`config.mk`:
```
export PLATFORM = sky130hd
export DESIGN_NAME = lpmc_top
export DESIGN_NICKNAME = d
export VERILOG_FILES = /design/src/rtl/lpmc_pkg.sv /design/src/rtl/lpmc_debounce.sv /design/src/rtl/lpmc_timer.sv /design/src/rtl/lpmc_top.sv
export SDC_FILE = /design/constraint.sdc
export NUM_CORES = 1
export LEC_CHECK = 0
export ABC_AREA = 1
export BUFFER_PORTS_ARGS = -buffer_cell sky130_fd_sc_hd__buf_2
export CAP_MARGIN = 10
export CELL_PAD_IN_SITES_DETAIL_PLACEMENT = 0
export CELL_PAD_IN_SITES_GLOBAL_PLACEMENT = 1
export CORE_AREA = 3 3 187 189
export CTS_CLUSTER_DIAMETER = 200
export CTS_CLUSTER_SIZE = 14
export DETAILED_ROUTE_END_ITERATION = 8
export DIE_AREA = 0 0 190 192
export PLACE_DENSITY = 0.79
export SYNTH_ARGS = -nofsm -noshare
export SYNTH_HDL_FRONTEND = slang
export SYNTH_SLANG_ARGS = --single-unit
```
`constraint.sdc`:
```
create_clock -name i_clk -period 10.6 [get_ports i_clk]
set_input_delay 1.06 -clock i_clk [delete_from_list [all_inputs] [get_ports i_clk]]
set_output_delay 1.06 -clock i_clk [all_outputs]
set_load 0.05 [all_outputs]
```
`src/rtl/lpmc_pkg.sv`:
```
// lpmc_pkg: register map, field positions, reset values, timing and states
// for the low power mode controller; assumes a 25 MHz system clock.
package lpmc_pkg;
    // register byte offsets
    localparam logic [4:0] ADDR_CTRL = 5'h00;
    localparam logic [4:0] ADDR_FSMR = 5'h04;
    localparam logic [4:0] ADDR_WKUP = 5'h08;
    localparam logic [4:0] ADDR_PCER = 5'h0C;
    localparam logic [4:0] ADDR_STAT = 5'h10;
    localparam logic [4:0] ADDR_ISR = 5'h14;
    localparam logic [4:0] ADDR_IMR = 5'h18;
    // field positions
    localparam int CTRL_DEEP_BIT = 0;
    localparam int CTRL_CSEL_LSB = 1;
    localparam int CTRL_RCEN_BIT = 3;
    localparam int FSMR_RTT_BIT = 16;
    localparam int FSMR_RTC_BIT = 17;
    localparam int FSMR_LPM_BIT = 20;
    localparam int WKUP_SM_BIT = 16;
    localparam int WKUP_RTC_BIT = 17;
    localparam int WKUP_RTT_BIT = 18;
    localparam int WKUP_DEB_LSB = 24;
    localparam int STAT_WFI_BIT = 8;
    localparam int ISR_SLEEP_BIT = 0;
    localparam int ISR_WAIT_BIT = 1;
    localparam int ISR_BKP_BIT = 2;
    // reset values
    localparam logic [31:0] CTRL_RST = 32'h0000_0008;
    localparam logic [31:0] FSMR_RST = 32'h0000_0000;
    localparam logic [31:0] WKUP_RST = 32'h0000_0000;
    localparam logic [7:0] PCER_RST = 8'h00;
    localparam logic [2:0] IMR_RST = 3'h0;
    // main clock source codes
    localparam logic [1:0] CSEL_FAST_RC = 2'h0;
    // timing
    localparam int CLK_PERIOD_NS = 40;
    localparam int WAIT_RESUME_NS = 10000;
    localparam int BKP_WAKE_NS = 100000;
    localparam logic [11:0] WRES_CYC = 12'((WAIT_RESUME_NS / CLK_PERIOD_NS) - 1);
    localparam logic [11:0] BKP_CYC = 12'((BKP_WAKE_NS / CLK_PERIOD_NS) - 1);
    localparam logic [11:0] RESYNC_CYC = 12'h004;
    // controller states, one-hot
    typedef enum logic [6:0] {
        ST_ACTIVE = 7'b000_0001,
        ST_SLEEP = 7'b000_0010,
        ST_WSYNC = 7'b000_0100,
        ST_WAIT = 7'b000_1000,
        ST_WRES = 7'b001_0000,
        ST_BACKUP = 7'b010_0000,
        ST_BWAKE = 7'b100_0000
    } lpmc_state_t;
endpackage : lpmc_pkg

```
`src/rtl/lpmc_debounce.sv`:
```
// lpmc_debounce: one wake-up pin filter, pulses on a stable level change.
// assumes the pin is synchronous to i_clk and idles low after reset.
`timescale 1ns/10ps
module lpmc_debounce (
    // clock and reset
    input wire logic i_clk,
    input wire logic i_sys_rst,
    input wire logic i_ce,
    // pin and filter length
    input wire logic i_pin,
    input wire logic [3:0] i_len,
    // level change event
    output logic o_evt
);
    logic stable_ff;
    logic [3:0] cnt_ff;
    logic evt_ff;
    wire differ = i_pin != stable_ff;
    wire settled = differ && (cnt_ff >= i_len);

    // count cycles the pin differs from the accepted level
    always_ff @(posedge i_clk or posedge i_sys_rst) begin
        if (i_sys_rst) begin
            stable_ff <= 1'b0;
            cnt_ff <= 4'h0;
            evt_ff <= 1'b0;
        end else if (i_ce) begin
            stable_ff <= settled ? i_pin : stable_ff;
            cnt_ff <= (differ && !settled) ? cnt_ff + 4'h1 : 4'h0;
            evt_ff <= settled;
        end
    end
    assign o_evt = evt_ff;
endmodule : lpmc_debounce

```
`src/rtl/lpmc_timer.sv`:
```
// lpmc_timer: down counter that pulses done when a loaded count expires.
// assumes start is a one-cycle pulse and load is at least one.
`timescale 1ns/10ps
module lpmc_timer (
    // clock and reset
    input wire logic i_clk,
    input wire logic i_sys_rst,
    input wire logic i_ce,
    // control
    input wire logic i_start,
    input wire logic [11:0] i_load,
    // expiry pulse
    output logic o_done
);
    logic [11:0] cnt_ff;
    logic done_ff;

    // load on start, count down, flag the last step
    always_ff @(posedge i_clk or posedge i_sys_rst) begin
        if (i_sys_rst) begin
            cnt_ff <= 12'h000;
            done_ff <= 1'b0;
        end else if (i_ce) begin
            cnt_ff <= i_start ? i_load : (cnt_ff != 12'h000 ? cnt_ff - 12'h001 : cnt_ff);
            done_ff <= !i_start && (cnt_ff == 12'h002 || (cnt_ff == 12'h001 && !done_ff));
        end
    end
    assign o_done = done_ff;
endmodule : lpmc_timer

```
`src/rtl/lpmc_top.sv`:
```
// lpmc_top: low power mode controller with an Avalon-MM register slave.
// assumes sleep instruction strobes are one-cycle pulses from the core and
// that all inputs are synchronous to i_clk.
//
// Decided for this implementation: the Avalon-MM slave port and the placing of the registers.
`timescale 1ns/10ps
module lpmc_top
    import lpmc_pkg::*;
(
    // clock, reset, enable
    input wire logic i_clk,
    input wire logic i_sys_rst,
    input wire logic i_ce,
    // avalon-mm slave
    input wire logic [4:0] i_avs_address,
    input wire logic i_avs_read,
    input wire logic i_avs_write,
    input wire logic [31:0] i_avs_writedata,
    output logic [31:0] o_avs_readdata,
    output logic o_avs_waitrequest,
    // core sleep instructions and wake causes
    input wire logic i_wfe,
    input wire logic i_wfi,
    input wire logic i_irq_pending,
    input wire logic i_event,
    // wake sources
    input wire logic [15:0] i_wakeup_pins,
    input wire logic i_sm_alarm,
    input wire logic i_rtc_alarm,
    input wire logic i_rtt_alarm,
    // clock and power control
    output logic o_core_clk_en,
    output logic o_mem_clk_en,
    output logic [7:0] o_periph_clk_en,
    output logic [1:0] o_clk_src,
    output logic o_regulator_en,
    output logic o_core_supply_en,
    output logic o_backup_dom_en,
    // core reset and i/o control
    output logic o_core_rst,
    output logic o_io_hold,
    output logic o_io_pullup_force,
    // interrupt
    output logic o_irq
);
    localparam int WRES_MAX = 249;
    lpmc_state_t st_ff, nxt_st;
    logic [31:0] ctrl_ff, fsmr_ff, wkup_ff;
    logic [7:0] pcer_ff;
    logic [2:0] isr_ff, imr_ff;
    logic wfi_entry_ff;
    logic [11:0] bwk_cnt_ff;
    logic wait_ff;
    logic [31:0] rdata_ff;
    logic core_clk_ff, mem_clk_ff, reg_ff, sup_ff, rst_ff, hold_ff, pull_ff;
    logic irq_ff;
    logic [7:0] pclk_ff;
    logic [1:0] csrc_ff;
    logic [15:0] pin_evt;
    logic resync_done, wres_done, bkp_done;

    // bus decode
    wire req = i_avs_read || i_avs_write;
    wire take = req && !wait_ff;
    wire wr = take && i_avs_write;
    wire [4:0] adr = {i_avs_address[4:2], 2'b00};
    wire wr_ctrl = wr && adr == ADDR_CTRL;
    wire wr_fsmr = wr && adr == ADDR_FSMR;
    wire wr_wkup = wr && adr == ADDR_WKUP;
    wire wr_pcer = wr && adr == ADDR_PCER;
    wire wr_isr = wr && adr == ADDR_ISR;
    wire wr_imr = wr && adr == ADDR_IMR;

    // control fields
    wire deep = ctrl_ff[CTRL_DEEP_BIT];
    wire low_power_mode_bit = fsmr_ff[FSMR_LPM_BIT];
    wire [1:0] csel = ctrl_ff[CTRL_CSEL_LSB +: 2];
    wire [3:0] deb_len = wkup_ff[WKUP_DEB_LSB +: 4];

    // wake qualification, each pin and alarm source individually enabled
    wire bkp_wake = |(pin_evt & wkup_ff[15:0])
        || (i_sm_alarm && wkup_ff[WKUP_SM_BIT])
        || (i_rtc_alarm && wkup_ff[WKUP_RTC_BIT])
        || (i_rtt_alarm && wkup_ff[WKUP_RTT_BIT]);
    wire wait_wake = |(pin_evt & fsmr_ff[15:0])
        || (i_rtc_alarm && fsmr_ff[FSMR_RTC_BIT])
        || (i_rtt_alarm && fsmr_ff[FSMR_RTT_BIT]);
    wire sleep_wake = wfi_entry_ff ? i_irq_pending
        : (i_irq_pending || i_event || wait_wake);

    // read data selection
    wire [31:0] stat_word = {23'h0, wfi_entry_ff, 1'b0, st_ff};
    wire [31:0] rd_mux = adr == ADDR_CTRL ? ctrl_ff
        : adr == ADDR_FSMR ? fsmr_ff
        : adr == ADDR_WKUP ? wkup_ff
        : adr == ADDR_PCER ? {24'h0, pcer_ff}
        : adr == ADDR_STAT ? stat_word
        : adr == ADDR_ISR ? {29'h0, isr_ff}
        : adr == ADDR_IMR ? {29'h0, imr_ff}
        : 32'h0000_0000;

    // wake pin filters
    for (genvar gi = 0; gi < 16; gi++) begin : g_pin
        lpmc_debounce u_deb (
            .i_clk(i_clk),
            .i_sys_rst(i_sys_rst),
            .i_ce(i_ce),
            .i_pin(i_wakeup_pins[gi]),
            .i_len(deb_len),
            .o_evt(pin_evt[gi])
        );
    end

    // mode selection and sequencing
    always_comb begin
        nxt_st = st_ff;
        case (st_ff)
            ST_ACTIVE: begin
                if ((i_wfe || i_wfi) && deep)
                    nxt_st = ST_BACKUP;
                else if (i_wfe && low_power_mode_bit)
                    nxt_st = ST_WSYNC;
                else if (i_wfe || i_wfi)
                    nxt_st = ST_SLEEP;
            end
            ST_SLEEP: begin
                if (sleep_wake)
                    nxt_st = ST_ACTIVE;
            end
            ST_WSYNC: begin
                if (resync_done)
                    nxt_st = ST_WAIT;
            end
            ST_WAIT: begin
                if (wait_wake)
                    nxt_st = ST_WRES;
            end
            ST_WRES: begin
                if (wres_done)
                    nxt_st = ST_ACTIVE;
            end
            ST_BACKUP: begin
                if (bkp_wake)
                    nxt_st = ST_BWAKE;
            end
            ST_BWAKE: begin
                if (bkp_done)
                    nxt_st = ST_ACTIVE;
            end
            default: nxt_st = ST_ACTIVE;
        endcase
    end

    // entry strobes for the sequence timers and the core register clear on backup entry
    wire go_sync = st_ff != ST_WSYNC && nxt_st == ST_WSYNC;
    wire go_wres = st_ff != ST_WRES && nxt_st == ST_WRES;
    wire go_bwake = st_ff != ST_BWAKE && nxt_st == ST_BWAKE;
    wire enter_bkp = st_ff != ST_BACKUP && nxt_st == ST_BACKUP;

    lpmc_timer u_resync (
        .i_clk(i_clk),
        .i_sys_rst(i_sys_rst),
        .i_ce(i_ce),
        .i_start(go_sync),
        .i_load(RESYNC_CYC),
        .o_done(resync_done)
    );
    lpmc_timer u_wres (
        .i_clk(i_clk),
        .i_sys_rst(i_sys_rst),
        .i_ce(i_ce),
        .i_start(go_wres),
        .i_load(WRES_CYC),
        .o_done(wres_done)
    );
    lpmc_timer u_bwake (
        .i_clk(i_clk),
        .i_sys_rst(i_sys_rst),
        .i_ce(i_ce),
        .i_start(go_bwake),
        .i_load(BKP_CYC),
        .o_done(bkp_done)
    );

    // next output levels from the next state
    wire n_run = nxt_st == ST_ACTIVE;
    wire n_slp = nxt_st == ST_SLEEP;
    wire n_bkp = nxt_st == ST_BACKUP;
    wire n_bwk = nxt_st == ST_BWAKE;
    wire n_lowclk = nxt_st == ST_WSYNC || nxt_st == ST_WAIT || nxt_st == ST_WRES;
    wire nxt_core_clk = n_run;
    wire nxt_mem_clk = n_run || n_slp;
    wire [7:0] nxt_pclk = (n_run || n_slp) ? pcer_ff : 8'h00;
    wire [1:0] nxt_csrc = (n_lowclk || n_bwk) ? CSEL_FAST_RC : csel;
    wire nxt_power = !n_bkp;
    wire nxt_rst = n_bkp || n_bwk;
    wire nxt_hold = n_bkp;
    wire nxt_pull = n_bwk;

    // interrupt status, a new event wins over a clearing write
    wire [2:0] isr_set = {st_ff == ST_BWAKE && bkp_done,
        st_ff == ST_WRES && wres_done,
        st_ff == ST_SLEEP && sleep_wake};
    wire [2:0] isr_clr = wr_isr ? i_avs_writedata[2:0] : 3'h0;
    wire [2:0] nxt_isr = (isr_ff & ~isr_clr) | isr_set;
    wire nxt_irq = |(nxt_isr & imr_ff);

    // bus handshake: waitrequest drops for one cycle per request
    always_ff @(posedge i_clk or posedge i_sys_rst) begin
        if (i_sys_rst) begin
            wait_ff <= 1'b1;
            rdata_ff <= 32'h0000_0000;
        end else if (i_ce) begin
            wait_ff <= !(req && wait_ff);
            rdata_ff <= (req && wait_ff) ? rd_mux : rdata_ff;
        end
    end

    // core-domain control registers, lost when backup is entered
    always_ff @(posedge i_clk or posedge i_sys_rst) begin
        if (i_sys_rst) begin
            ctrl_ff <= CTRL_RST;
            fsmr_ff <= FSMR_RST;
            pcer_ff <= PCER_RST;
        end else if (i_ce) begin
            ctrl_ff <= enter_bkp ? CTRL_RST : (wr_ctrl ? i_avs_writedata : ctrl_ff);
            fsmr_ff <= enter_bkp ? FSMR_RST : (wr_fsmr ? i_avs_writedata : fsmr_ff);
            pcer_ff <= enter_bkp ? PCER_RST : (wr_pcer ? i_avs_writedata[7:0] : pcer_ff);
        end
    end

    // backup-domain wake enables and interrupt registers
    always_ff @(posedge i_clk or posedge i_sys_rst) begin
        if (i_sys_rst) begin
            wkup_ff <= WKUP_RST;
            imr_ff <= IMR_RST;
            isr_ff <= 3'h0;
            irq_ff <= 1'b0;
        end else if (i_ce) begin
            wkup_ff <= wr_wkup ? i_avs_writedata : wkup_ff;
            imr_ff <= wr_imr ? i_avs_writedata[2:0] : imr_ff;
            isr_ff <= nxt_isr;
            irq_ff <= nxt_irq;
        end
    end

    // state, entry kind and cycles spent in backup wake
    always_ff @(posedge i_clk or posedge i_sys_rst) begin
        if (i_sys_rst) begin
            st_ff <= ST_ACTIVE;
            wfi_entry_ff <= 1'b0;
            bwk_cnt_ff <= 12'h000;
        end else if (i_ce) begin
            st_ff <= nxt_st;
            bwk_cnt_ff <= (st_ff == ST_BWAKE) ? bwk_cnt_ff + 12'h001 : 12'h000;
            wfi_entry_ff <= (st_ff == ST_ACTIVE && n_slp) ? i_wfi && !i_wfe : wfi_entry_ff;
        end
    end

    // registered clock and power outputs
    always_ff @(posedge i_clk or posedge i_sys_rst) begin
        if (i_sys_rst) begin
            core_clk_ff <= 1'b1;
            mem_clk_ff <= 1'b1;
            pclk_ff <= PCER_RST;
            csrc_ff <= CSEL_FAST_RC;
            reg_ff <= 1'b1;
            sup_ff <= 1'b1;
        end else if (i_ce) begin
            core_clk_ff <= nxt_core_clk;
            mem_clk_ff <= nxt_mem_clk;
            pclk_ff <= nxt_pclk;
            csrc_ff <= nxt_csrc;
            reg_ff <= nxt_power;
            sup_ff <= nxt_power;
        end
    end

    // registered reset and i/o control outputs
    always_ff @(posedge i_clk or posedge i_sys_rst) begin
        if (i_sys_rst) begin
            rst_ff <= 1'b0;
            hold_ff <= 1'b0;
            pull_ff <= 1'b0;
        end else if (i_ce) begin
            rst_ff <= nxt_rst;
            hold_ff <= nxt_hold;
            pull_ff <= nxt_pull;
        end
    end

    assign o_avs_readdata = rdata_ff;
    assign o_avs_waitrequest = wait_ff;
    assign o_core_clk_en = core_clk_ff;
    assign o_mem_clk_en = mem_clk_ff;
    assign o_periph_clk_en = pclk_ff;
    assign o_clk_src = csrc_ff;
    assign o_regulator_en = reg_ff;
    assign o_core_supply_en = sup_ff;
    assign o_backup_dom_en = 1'b1;
    assign o_core_rst = rst_ff;
    assign o_io_hold = hold_ff;
    assign o_io_pullup_force = pull_ff;
    assign o_irq = irq_ff;
endmodule : lpmc_top

```
# Yosys cells after proc, flatten, opt, wreduce, memory -nomap -nowiden
# Cells that the tools add are included.
# totals
reg_bits	303
latch_bits	0
ramBits	0
rom_bits	0
input_bits	65
out_inout_bits	52
memories	0
# op_classes
add_sub_neg	19
multipliers	0
div_mod_pow	0
magnitude_cmp	16
eq_ne	46
shifts	0
n_mux	49
n_bitwise	6
reduce_logical	145
# ops
cell	count
$mux 32	7
$mux 12	6
$add 4x1->4 const B	16
$ge 4x4->1	16
$mux 4	16
$logic_and 1x1->1	63
$mux 7	9
$reduce_and 2->1	26
$pmux 7 s7	1
$eq 12x1->1 const B	3
$eq 12x2->1 const B	3
$reduce_bool 12->1	3
$sub 12x1->12 const B	3
$and 16x16->16	2
$reduce_or 16->1	2
$logic_not 1->1	26
$mux 8	3
$mux 9	2
$logic_or 1x1->1	17
$ne 1x1->1	16
$eq 7x1->1 const B	2
$eq 7x2->1 const B	2
$eq 7x3->1 const B	2
$eq 7x4->1 const B	2
19 further kinds	33

# Depth between registers and ports, before layout
# Gate-level depths: netlist of run 1.
# logic_depth
depth_word	13
ltp_mapped	14
depth_no_buf	14

# Modules after synthesis
# From an unflattened synthesis of run 1, not the netlist that was laid out.
# hier_totals
hier_cells	2251
hier_area_um2	17715.7
# by_module_without_submodules
mod	instances	cells_each	area_each_um2
lpmc_top	1	900	7785.0
lpmc_debounce	16	55	426.7
lpmc_timer	3	157	1034.7

# Worst setup path before layout of run 1
# OpenSTA, ideal clock, no wires.
# synth_path
path_type	in2reg
from	input i_avs_address[4]
to	register fsmr_ff[6]
setup_time_ns	0.119
t_arrival_ns	2.266
required_time_ns	10.481
path_slack_ns	8.215
cell_stages	9
cell_sequence	buf_2 -> nor3_4 -> inv_2 -> o21ai_4 -> inv_2 -> buf_6 -> buf_6 -> nand2_1 -> o21ai_2
# synth_via
elab_chain_cells	4
# synth_lines
element	line	source
start: declaration	lpmc_top.sv:15	input wire logic [4:0] i_avs_address,
$eq 3x1->1	lpmc_top.sv:68	wire wr_fsmr = wr && adr == ADDR_FSMR;
$logic_and 1x1->1	lpmc_top.sv:68	
$reduce_bool 2->1 (no source line)	-	
$reduce_and 2->1 (no source line)	-	
end signal: assignment	lpmc_top.sv:227	fsmr_ff <= enter_bkp ? FSMR_RST : (wr_fsmr ? i_avs_writedata : fsmr_ff);
end: declaration	lpmc_top.sv:48	logic [31:0] ctrl_ff, fsmr_ff, wkup_ff;
# No other way between the ends.
# A chain may end at the register's enable or synchronous reset.

# Final worst setup path of run 1
# layout_path
from	input i_ce
to	register rdata_ff[21], in the netlist o_avs_readdata[21]
# layout_via
elab_chain_cells	1
# layout_lines
element	line	source
start: declaration	lpmc_top.sv:13	input wire logic i_ce,
$reduce_and 2->1 (no source line)	-	
end signal: assignment	lpmc_top.sv:215	rdata_ff <= (req && wait_ff) ? rd_mux : rdata_ff;
end: declaration	lpmc_top.sv:54	logic [31:0] rdata_ff;
# No other way between the ends.

==> results of run 1 <==
## report_power, final
part	leakage [nW]	switching (mW)	total, mW	internal (mW)
combinational	4.74	0.838	1.33	0.494
sequential	3.86	0.313	1.84	1.53
clock	0.326	0.426	0.856	0.431
total	8.93	1.58	4.03	2.46
## sequential cells by signal, indices dropped and copies added (netlist names), 7 cells and up
signal and count:
ctrl_ff 32, fsmr_ff 32, g_pin.u_deb.cnt_ff 64, g_pin.u_deb.o_evt 16
g_pin.u_deb.stable_ff 16, o_avs_readdata 32, o_periph_clk_en 8, pcer_ff 8
st_ff 7, u_bwake.cnt_ff 12, u_resync.cnt_ff 12, u_wres.cnt_ff 12
wkup_ff 32
## area by class of cell
type | count | area, µm²
antenna | 1 | 2.50
inverter | 166 | 631
clock buffer | 32 | 652
clock inverter | 2 | 27.5
fill | 3233 | 16200
timing repair buffer | 124 | 663
sequential | 303 | 7590
tap | 448 | 561
multi-input combinational | 1259 | 7160
## routing by layer
layer	wire length, µm	up-vias
met1	17600	6029
met5	64	-
met3	1520	57
li1	-	6164
met2	18600	182
met4	780	10
## placed cells by master, fill, tap and decap left out, types with 20 or more instances in the layout
cell and instances:
inv_1 152, clkbuf_16 25, nand4_1 43, nand3_1 92
nand2_1 379, o21ai_0 125, xor2_1 61, buf_2 112
a221oi_1 20, dfrtp_1 297, ha_1 89, o21ai_2 22
nor2_1 177, a21oi_1 91
## final timing paths
path / start / end / slack (ns) / cells after the start
worst max-delay path: i_ce / o_avs_readdata[21] / 7.42 / 7
worst min-delay path: o_core_clk_en / o_core_clk_en / 0.47 / 2
worst max register to register: g_pin[10].u_deb.o_evt / u_bwake.cnt_ff[1] / 7.76 / 10
worst min register to register: o_core_clk_en / o_core_clk_en / 0.47 / 2
max in group asynchronous: i_sys_rst / wkup_ff[23] / 8.49 / 3
min in group asynchronous: i_sys_rst / u_bwake.cnt_ff[7] / 0.64 / 2
## kinds of logic after synthesis
family / synth area share, %
and+or+nand+nor: 19.6
AOI/OAI and AO/OA: 13.5
DFF: 48.3
buffers and inverters: 6.11
adders and majority gates: 7.09
xor gates and xnor gates: 3.74
muxes: 1.65
other: 0.0239
## per-stage QoR
step	instances	util (%)	total power, mW	hold WS (ns)	setup WS (ns)
after floorplan	1793	-	2.83	0.442	1.18
after global placement	2300	49.6	3.14	0.455	6.90
after detailed placement	2300	49.6	3.20	0.457	6.84
after CTS	2334	51.7	4.08	0.469	7.41
after global routing	2334	51.7	4.36	0.492	7.20
final	2335	51.7	4.03	0.465	7.42
## Yosys cell counts, types with 21 or more instances
| library cell | count |
|---|---|
| a21oi_1 | 91 |
| clkbuf_1 | 21 |
| dfrtp_1 | 297 |
| ha_1 | 89 |
| inv_1 | 153 |
| nand2_1 | 380 |
| nand3_1 | 92 |
| nand4_1 | 43 |
| nor2_1 | 177 |
| o21ai_0 | 125 |
| o21ai_2 | 22 |
| xor2_1 | 61 |
## worst max-delay path, stage by stage
cell and delay (ns):
buf_4 0.30, inv_2 0.44, buf_4 0.61, nor3_2 0.10, buf_4 0.23, inv_2 0.56
o21ai_0 0.21
==> metrics, run 1 <==
post-layout net count=2033; met1 usage=between 20% and 30%; wire length per cell=~16 µm; Post-route DRC=0; Max Cap Viol=0; # IOs=about 120; setup bufs post-CTS=0; Post-Syn Area=~0.016 mm²; antenna viol nets, final=0; vias in the first global route=12393; synth unique cells=53; status=complete, no violations; CTS tree=yes; share of layout cells above drive strength 1=about an eighth; Max clock buf depth=3; crit end category=register; post-synthesis register bit count=between 300 and 400; Worst slew margin=about a fifth; CP Data Required Time=about 11 ns; hold buffer count at cts=0; RSZ-0062 raised after global routing=false; Synth Flop Type=dfrtp_1; ys async rst share=100%; CP max FO=about 60; Die ar.=0.0365 mm²; Initial DRC Count=between 700 and 800; placer's final routability congestion estimate=about 0.8; GRT met3 Usage=about 3.3%; max-slew violations=0; Final TNS setup=0 ns; port bufs=113; Hold Crit Class=reg2reg; # rows=67; H-tree levels=1; Mapped Avg Cell Area=between 8 and 9 µm²; total CTS buffers=25; final hold vios=0; Detail Placement HPWL=approximately 26000 µm; Startpoint Class=input pin; first-pass GRT wire length=63700 µm; skew final=a little under 0.01 ns; die width=about 190 µm; Clock Sinks=303; Pre-antenna DRT Iters=5; Total GRT Usage=21.3%; largest net degree at the start of global routing=roughly 170; vias post-DR=12442; Tightest Pin Transition=1.19 ns; initial core utilization=a little under half; maximum vdd drop=between 100 and 150 µV; gr ovfl total=0; LEAKAGE=8.93 nW; synthesis warning total=0; Synth top area share=47.3%; clk_lat worst skew=about 0.55 ns; area grow syn2layout=10.1%; final setup vio count=0; antenna violations before repair=6; most used routing layer=met2; main area contributors after synthesis=dfrtp_1, nand2_1, ha_1; Final Instance Area=about 0.017 mm²; GR Layer Usage met2=a little under two fifths; Post-Syn Instances=~1800; EDFF count, synth=0; sequential share of the synthesized area=48.3%; PD cells=233 mW/mm²; Final period util=30.0%; WL final=about 39000 µm; root buf cell=clkbuf_16; Clock transition at path regs=0.07 ns; critical path arrival=roughly 3.6 ns; Syn Nets=just under 2000; Final min period=between 3 and 4 ns; Via density=roughly 5.3; placed instance area=about 0.017 mm²; CTS resizes=0; core area=around 0.033 mm²; f_max=roughly 0.31 GHz; height of the die=192 µm; worst setup path category=in2reg; largest area contributor in the netlist=dfrtp_1
(Power assumes the default switching activity.)
==> run 2, diff against run 1 <==
- clock period: 10.6 -> 2.95 ns (I/O delays scaled with it)
==> run 2 against run 1 <==
Compared with the run above:
- sequential share of layout area down 0.79 points
- count of clock-buffer cells in the layout up 12
- largest power group unchanged
- non-clock buffer count up 25
- critical path type is now reg2reg
- worst setup slack worse by 6.9 ns
- global-route usage up 0.35 points
- total power rose to 3.6 times the previous value
- clock skew up 0.0072 ns
- critical path depth up 4
- first-iteration DRC count up 1.8%
==> metrics, run 2 (synthesis results as in run 1) <==
status=complete, no violations; placed cell count=2311 (+0.48%); Multi-input gate area=0.00716 mm² (unchanged); worst slack, placed=0.599 ns (-6.24 ns); Post-route DRC=0 (unchanged); Tightest Pin Transition=0.941 ns (-0.245 ns); placer's final routability congestion estimate=0.848 (+4.0%); FF-to-FF End=u_bwake.cnt_ff[1]; antenna viol nets, final=0 (unchanged); gr ovfl total=0 (unchanged); f_max=about 0.42 GHz; crit end category=register; H-tree levels=1 (unchanged); FF-to-FF path depth=11 (+1); worst reg2reg setup slack=0.57 ns (-7.19 ns); commonest non-fill, non-tap cell in the layout=nand2_1; total CTS buffers=25 (unchanged); clk_lat worst skew=0.54 ns (about the same); CTS resizes=0 (unchanged); skew final=0.0171 ns (+0.00722 ns); Total GRT Usage=21.6% (+0.35 points); CTS tree=yes; hold endpoint=wkup_ff[18]; # rows=67 (unchanged); Initial DRC Count=740 (+1.8%); Hold Path Stages=3 (+1); met1 usage=29.0% (+0.40 points); combinational share of power=33.1% (about the same); vias in the first global route=12585 (+1.5%); Startpoint Class=register; RSZ-0062 raised after global routing=false; CP Data Required Time=3.38 ns (-7.61 ns); Max Cap Viol=0 (unchanged); GRT met3 Usage=3.60% (+0.29 points); max reg flops=64 (unchanged); max-slew violations=0 (unchanged); Detail Placement HPWL=26500 µm (+2.1%); Hold Crit Class=in2reg; first-pass GRT wire length=64500 µm (+1.3%); Biggest register=g_pin.u_deb.cnt_ff; final worst slack=0.571 ns (-6.85 ns); PD cells=829 mW/mm² (+260%); critical path arrival=2.80 ns (-0.77 ns); core area=0.0334 mm² (unchanged); Max clock buf depth=3 (unchanged); Clock transition at path regs=0.07 ns (about the same); GR Layer Usage met2=37.0% (+0.26 points); r2r startpoint=g_pin[9].u_deb.o_evt; die width=190 µm (unchanged); share of layout cells above drive strength 1=12.6% (+0.34 points); Worst slew margin=37.3% (+16 points); Clock Sinks=303 (unchanged); most frequent cells in the layout=nand2_1, dfrtp_1, nor2_1; antenna violations before repair=5 (-1); worst setup path category=reg2reg; maximum vdd drop=498 µV (+240%); vias post-DR=12489 (+0.38%); root buf cell=clkbuf_16; Via density=5.26 (-1.2%); Filler cells=3141 (-2.8%); Layout Cells excl Fill=2373 (+1.6%); internal power=8.92 mW (+260%); height of the die=192 µm (unchanged); Pre-antenna DRT Iters=5 (unchanged); CP max FO=14 (-77%); sequential share of power=45.3% (-0.4 points); clock share of power=21.6% (+0.4 points); most used routing layer=met2; Die ar.=0.0365 mm² (unchanged); WL final=38900 µm (+0.97%); initial core utilization=47.0% (unchanged); final hold vios=0 (unchanged); Reg area=0.00759 mm² (unchanged); Final min period=~2.4 ns; total power=14.6 mW (+260%); LEAKAGE=9.07 nW (+1.6%); post-layout net count=2058 (+1.2%); wire length per cell=16.4 µm (-0.64%); Net Switching=5.68 mW (+260%); largest net degree at the start of global routing=98 (-44%); hold path start=i_avs_writedata[18]; Final period util=80.7%; switching portion of total power=38.9% (-0.21 points); area grow syn2layout=12.1%; # IOs=117 (unchanged); port bufs=113 (unchanged); final setup vio count=0 (unchanged)
[run 2: cell count changes in the layout (fill, tap and decap cells not counted)]
cell,change
diode_2,+1
buf_4,+6
clkinvlp_4,+1
dlygate4sd3_1,+14
inv_16,-1
inv_6,+1
clkbuf_1,+12
inv_8,-1
buf_12,+5
[run 2: timing repair]
action	CTS	global route
buffers inserted	0	0
setup endpoints to repair	0	0
hold endpoints to repair	17	0
hold buffers	14	0
[run 2: worst max-delay path, stage by stage (launching register included)]
cell,delay (ns)
dfrtp_1,0.41
nand2_1,0.07
nand3_1,0.06
nand3b_1,0.17
nor3_1,0.36
nand2_1,0.14
nand2_1,0.26
nand2_1,0.20
nand2_1,0.28
buf_12,0.18
nand2_1,0.05
o21a_1,0.09
[run 2: layer usage]
| metal | up-vias | wire length [µm] |
|---|---|---|
| met4 | 6 | 714 |
| li1 | 6225 | - |
| met2 | 184 | 18800 |
| met5 | - | 47 |
| met1 | 6026 | 17700 |
| met3 | 48 | 1640 |
[run 2: per-stage QoR]
step	instance area, µm²	setup TNS, ns	util, %	hold WS [ns]
detailed placement	16700	0	50.1	0.302
floorplan	15700	-408.36	-	0.389
global route	17600	0	52.6	0.0151
finish	17600	0	52.6	0.0204
CTS	17600	0	52.6	0.000331
global placement	16700	0	50.1	0.308
[run 2: power groups by stage]
stage	Sequential, mW	Clock, mW	Combinational, mW
finish	6.61	3.15	4.84
global route	6.79	3.41	5.58
CTS	6.61	3.25	4.90
detailed placement	6.67	0	4.86
global placement	6.63	0	4.69
floorplan	6.95	0	3.21
[run 2: final cells by class]
class	instances	area share, %
multi-input combinational	1259	40.7
inverter	166	3.56
timing repair buffer	149	5.39
clock inverter	2	0.0924
clock buffer	44	3.96
tap	448	3.18
antenna	2	0.0284
sequential	303	43.1
[run 2: worst max-delay path by stage]
stage	start	end	slack [ns]
after floorplan	i_sys_rst	ctrl_ff[0]	-1.37
after global placement	g_pin[15].u_deb.o_evt	u_bwake.cnt_ff[1]	0.63
after detailed placement	g_pin[9].u_deb.o_evt	u_bwake.cnt_ff[1]	0.60
after CTS	g_pin[9].u_deb.o_evt	u_bwake.cnt_ff[1]	0.57
after global routing	g_pin[9].u_deb.o_evt	u_bwake.cnt_ff[1]	0.34
final	g_pin[9].u_deb.o_evt	u_bwake.cnt_ff[1]	0.57
==> run 3, diff against run 2 <==
- ABC_AREA: 1 -> 0
- CORE_AREA: 3 3 187 189 -> 3 3 196 198
- DIE_AREA: 0 0 190 192 -> 0 0 199 201
- PLACE_DENSITY: 0.79 -> 0.74
- clock period: 2.95 -> 2.1 ns (I/O delays scaled with it)
==> run 3 against run 2 <==
Compared with the run above:
- the run now ends with negative setup slack left
- sequential power up 34%
- core utilization grew 6.0 points
- die area increased by 9.6%
- hold slack improved by 0.022 ns
- critical endpoint is now u_wres.o_done
- largest cell class is now multi-input gates
- highest routed layer is now met4
==> metrics, run 3 <==
Worst slew margin=55.7% (+18 points); Synth Flop Type=dfrtp_1; core area=0.0367 mm² (+9.7%); final setup vio count=114 (+114); post-layout net count=2026 (-1.6%); Max Cap Viol=0 (unchanged); sequential share of the synthesized area=48.0% (-0.35 points); Post-route DRC=0 (unchanged); CP Data Required Time=2.57 ns (-0.81 ns); total power=24.3 mW (+67%); synthesis warning total=0 (unchanged); Final min period=2.24 ns (-0.143 ns); die width=199 µm (+4.7%); H-tree levels=1 (unchanged); WL final=47200 µm (+21%); total CTS buffers=25 (unchanged); Clock transition at path regs=0.07 ns (about the same); Syn Nets=1704 (-12%); Max clock buf depth=3 (unchanged); PD cells=1130 mW/mm² (+36%); most frequent cells in the layout=dfrtp_1, buf_4, buf_2; Antenna diodes=0 (-2); main area contributors after synthesis=dfrtp_1, ha_1, a22o_1; Final period util=107% (+26 points); Hold Crit Class=in2reg; EDFF count, synth=0 (unchanged); RSZ-0062 raised after global routing=true; f_max=0.447 GHz (+6.4%); Post-Synth XOR/XNOR Area=0.941% (-2.8 points); height of the die=201 µm (+4.7%); synth unique cells=72 (+36%); worst setup path category=reg2reg; crit end category=register; # IOs=117 (unchanged); CTS tree=yes; Total GRT Usage=22.2% (+0.60 points); final hold vios=0 (unchanged); count leader, synth=dfrtp_1; first-pass GRT wire length=72500 µm (+12%); root buf cell=clkbuf_16; Simple-Gate Fraction of Synth Area=12.3% (-7.3 points); placed cell count=2223 (-3.8%); placer's final routability congestion estimate=0.892 (+5.2%); final worst slack=-0.137 ns (-0.707 ns); gr ovfl total=0 (unchanged); vias in the first global route=13219 (+5.0%); # rows=70 (+4.5%); Mapped Avg Cell Area=10.2 µm² (+17%); max reg flops=64 (unchanged); LEAKAGE=9.76 nW (+7.6%); largest net degree at the start of global routing=125 (+28%); largest area contributor in the netlist=dfrtp_1; Synth Area in Compound Gates=20.7% (+7.2 points); CP max FO=4 (-10); Layout Cells excl Fill=2359 (-0.59%); failing checks=negative setup slack; Clock Sinks=303 (unchanged); port bufs=113 (unchanged); initial core utilization=43.1% (-3.8 points); Final TNS setup=-6.98 ns (-6.98 ns); largest family of logic cells by synthesized area=compound AO/OA/AOI/OAI gates; maximum vdd drop=662 µV (+33%); post-synthesis register bit count=303 (unchanged); Biggest register=g_pin.u_deb.cnt_ff; antenna viol nets, final=0 (unchanged); skew final=0.0313 ns (+0.0142 ns); commonest non-fill, non-tap cell in the layout=dfrtp_1; antenna violations before repair=0 (-5); final hold slack=0.0421 ns (+0.0217 ns); post-synthesis mux area share=7.05% (+5.4 points); ys async rst share=100% (unchanged); vias post-DR=13554 (+8.5%); wire length per cell=20.0 µm (+22%); Startpoint Class=register; Initial DRC Count=786 (+6.2%); Adder-Cell Fraction of Synth Area=7.04% (-0.051 points); Die ar.=0.0400 mm² (+9.6%); area grow syn2layout=36.0%; max-slew violations=0 (unchanged); Via density=5.75 (+9.2%); Post-Syn Instances=1550 (-14%); Tightest Pin Transition=0.664 ns (-0.276 ns); Detail Placement HPWL=30600 µm (+15%); Post-Syn Area=0.0158 mm² (+0.72%); critical path arrival=2.70 ns (-0.10 ns); status=finished with violations; fin util=58.6% (+6.0 points); clk_lat worst skew=0.57 ns (+0.03 ns); Synth top area share=47.0% (-0.34 points); synth cell count leaders=dfrtp_1, o21ai_0, a22o_1; share of layout cells above drive strength 1=35.4% (+23 points); Pre-antenna DRT Iters=5 (unchanged)
[run 3: cell count changes in the layout (fill, tap and decap cells not counted), sizes merged, moves of 30 or more]
cell / previous run / this run
inv: 165 / 72
buf: 135 / 323
mux2i: 0 / 45
mux2: 23 / 55
a21o: 0 / 38
nor2: 180 / 97
nand4: 43 / 13
xor2: 61 / 1
a21oi: 93 / 50
dlygate4sd3: 14 / 49
a22o: 17 / 103
nand2: 384 / 99
[run 3: routing by layer]
layer | share of wire [%] | global-route usage, % | up-vias
li1 | - | - | 6389
met1 | 45 | 32.3 | 6807
met2 | 48 | 36.0 | 311
met3 | 4.9 | 2.58 | 47
met4 | 1.7 | 4.57 | 0
met5 | 0 | 0 | -
[run 3: worst paths after layout]
path	from	endpoint	slack (ns)	cells past startpoint
setup / recovery	u_wres.cnt_ff[4]	u_wres.o_done	-0.14	5
hold / removal	i_avs_writedata[0]	ctrl_ff[0]	0.04	2
setup reg to reg	u_wres.cnt_ff[4]	u_wres.o_done	-0.14	5
hold reg to reg	o_avs_readdata[1]	o_avs_readdata[1]	0.48	2
max in group asynchronous	i_sys_rst	o_core_supply_en	1.08	5
min in group asynchronous	i_sys_rst	g_pin[13].u_deb.cnt_ff[3]	0.16	3
[run 3: kinds of logic after synthesis]
group	Yosys count
fa+ha+maj	89
buf+inv	157
flops	303
other cells	1
compound gates	484
xor+xnor	17
simple gates	397
mux	102
[run 3: where the power goes]
group          switching [mW]  total, mW  internal (mW)
registers                1.44       8.88           7.44
clock network            2.22       4.48           2.26
logic                    5.54       11.0           5.42
total                    9.20       24.3           15.1
[run 3: what timing repair did]
item / in CTS / in global routing
hold endpoints to repair: 238 / 0
hold buffers: 49 / 0
gates resized for setup: 109 / 257
endpoints found under the setup margin: 178 / 206
setup buffers: 16 / 18
cloned: 3 / 8
pin swaps: 65 / 128
[run 3: cell type report]
type | count | area [µm²]
inverters | 74 | 288
flip-flops and latches | 303 | 7590
multi-input cells | 1090 | 9090
repair buffers | 378 | 3230
clock inverters | 2 | 27.5
clock buffers | 44 | 697
fillers | 3084 | 15200
well taps | 468 | 586
[run 3: worst max-delay path, cell delays in order, from the launching register on]
cell     delay [ns]
dfrtp_1        0.38
or4_4          0.54
or4_4          0.61
buf_12         0.16
or4_1          0.39
o21ai_1        0.08
[run 3: through the flow]
| stage | instance area [µm²] | setup slack [ns] |
|---|---|---|
| CTS | 20000 | -0.118 |
| global placement | 18300 | -0.140 |
| finish | 21500 | -0.137 |
| global route | 21500 | -0.222 |
| detailed placement | 18300 | -0.174 |
| floorplan | 15900 | -2.13 |
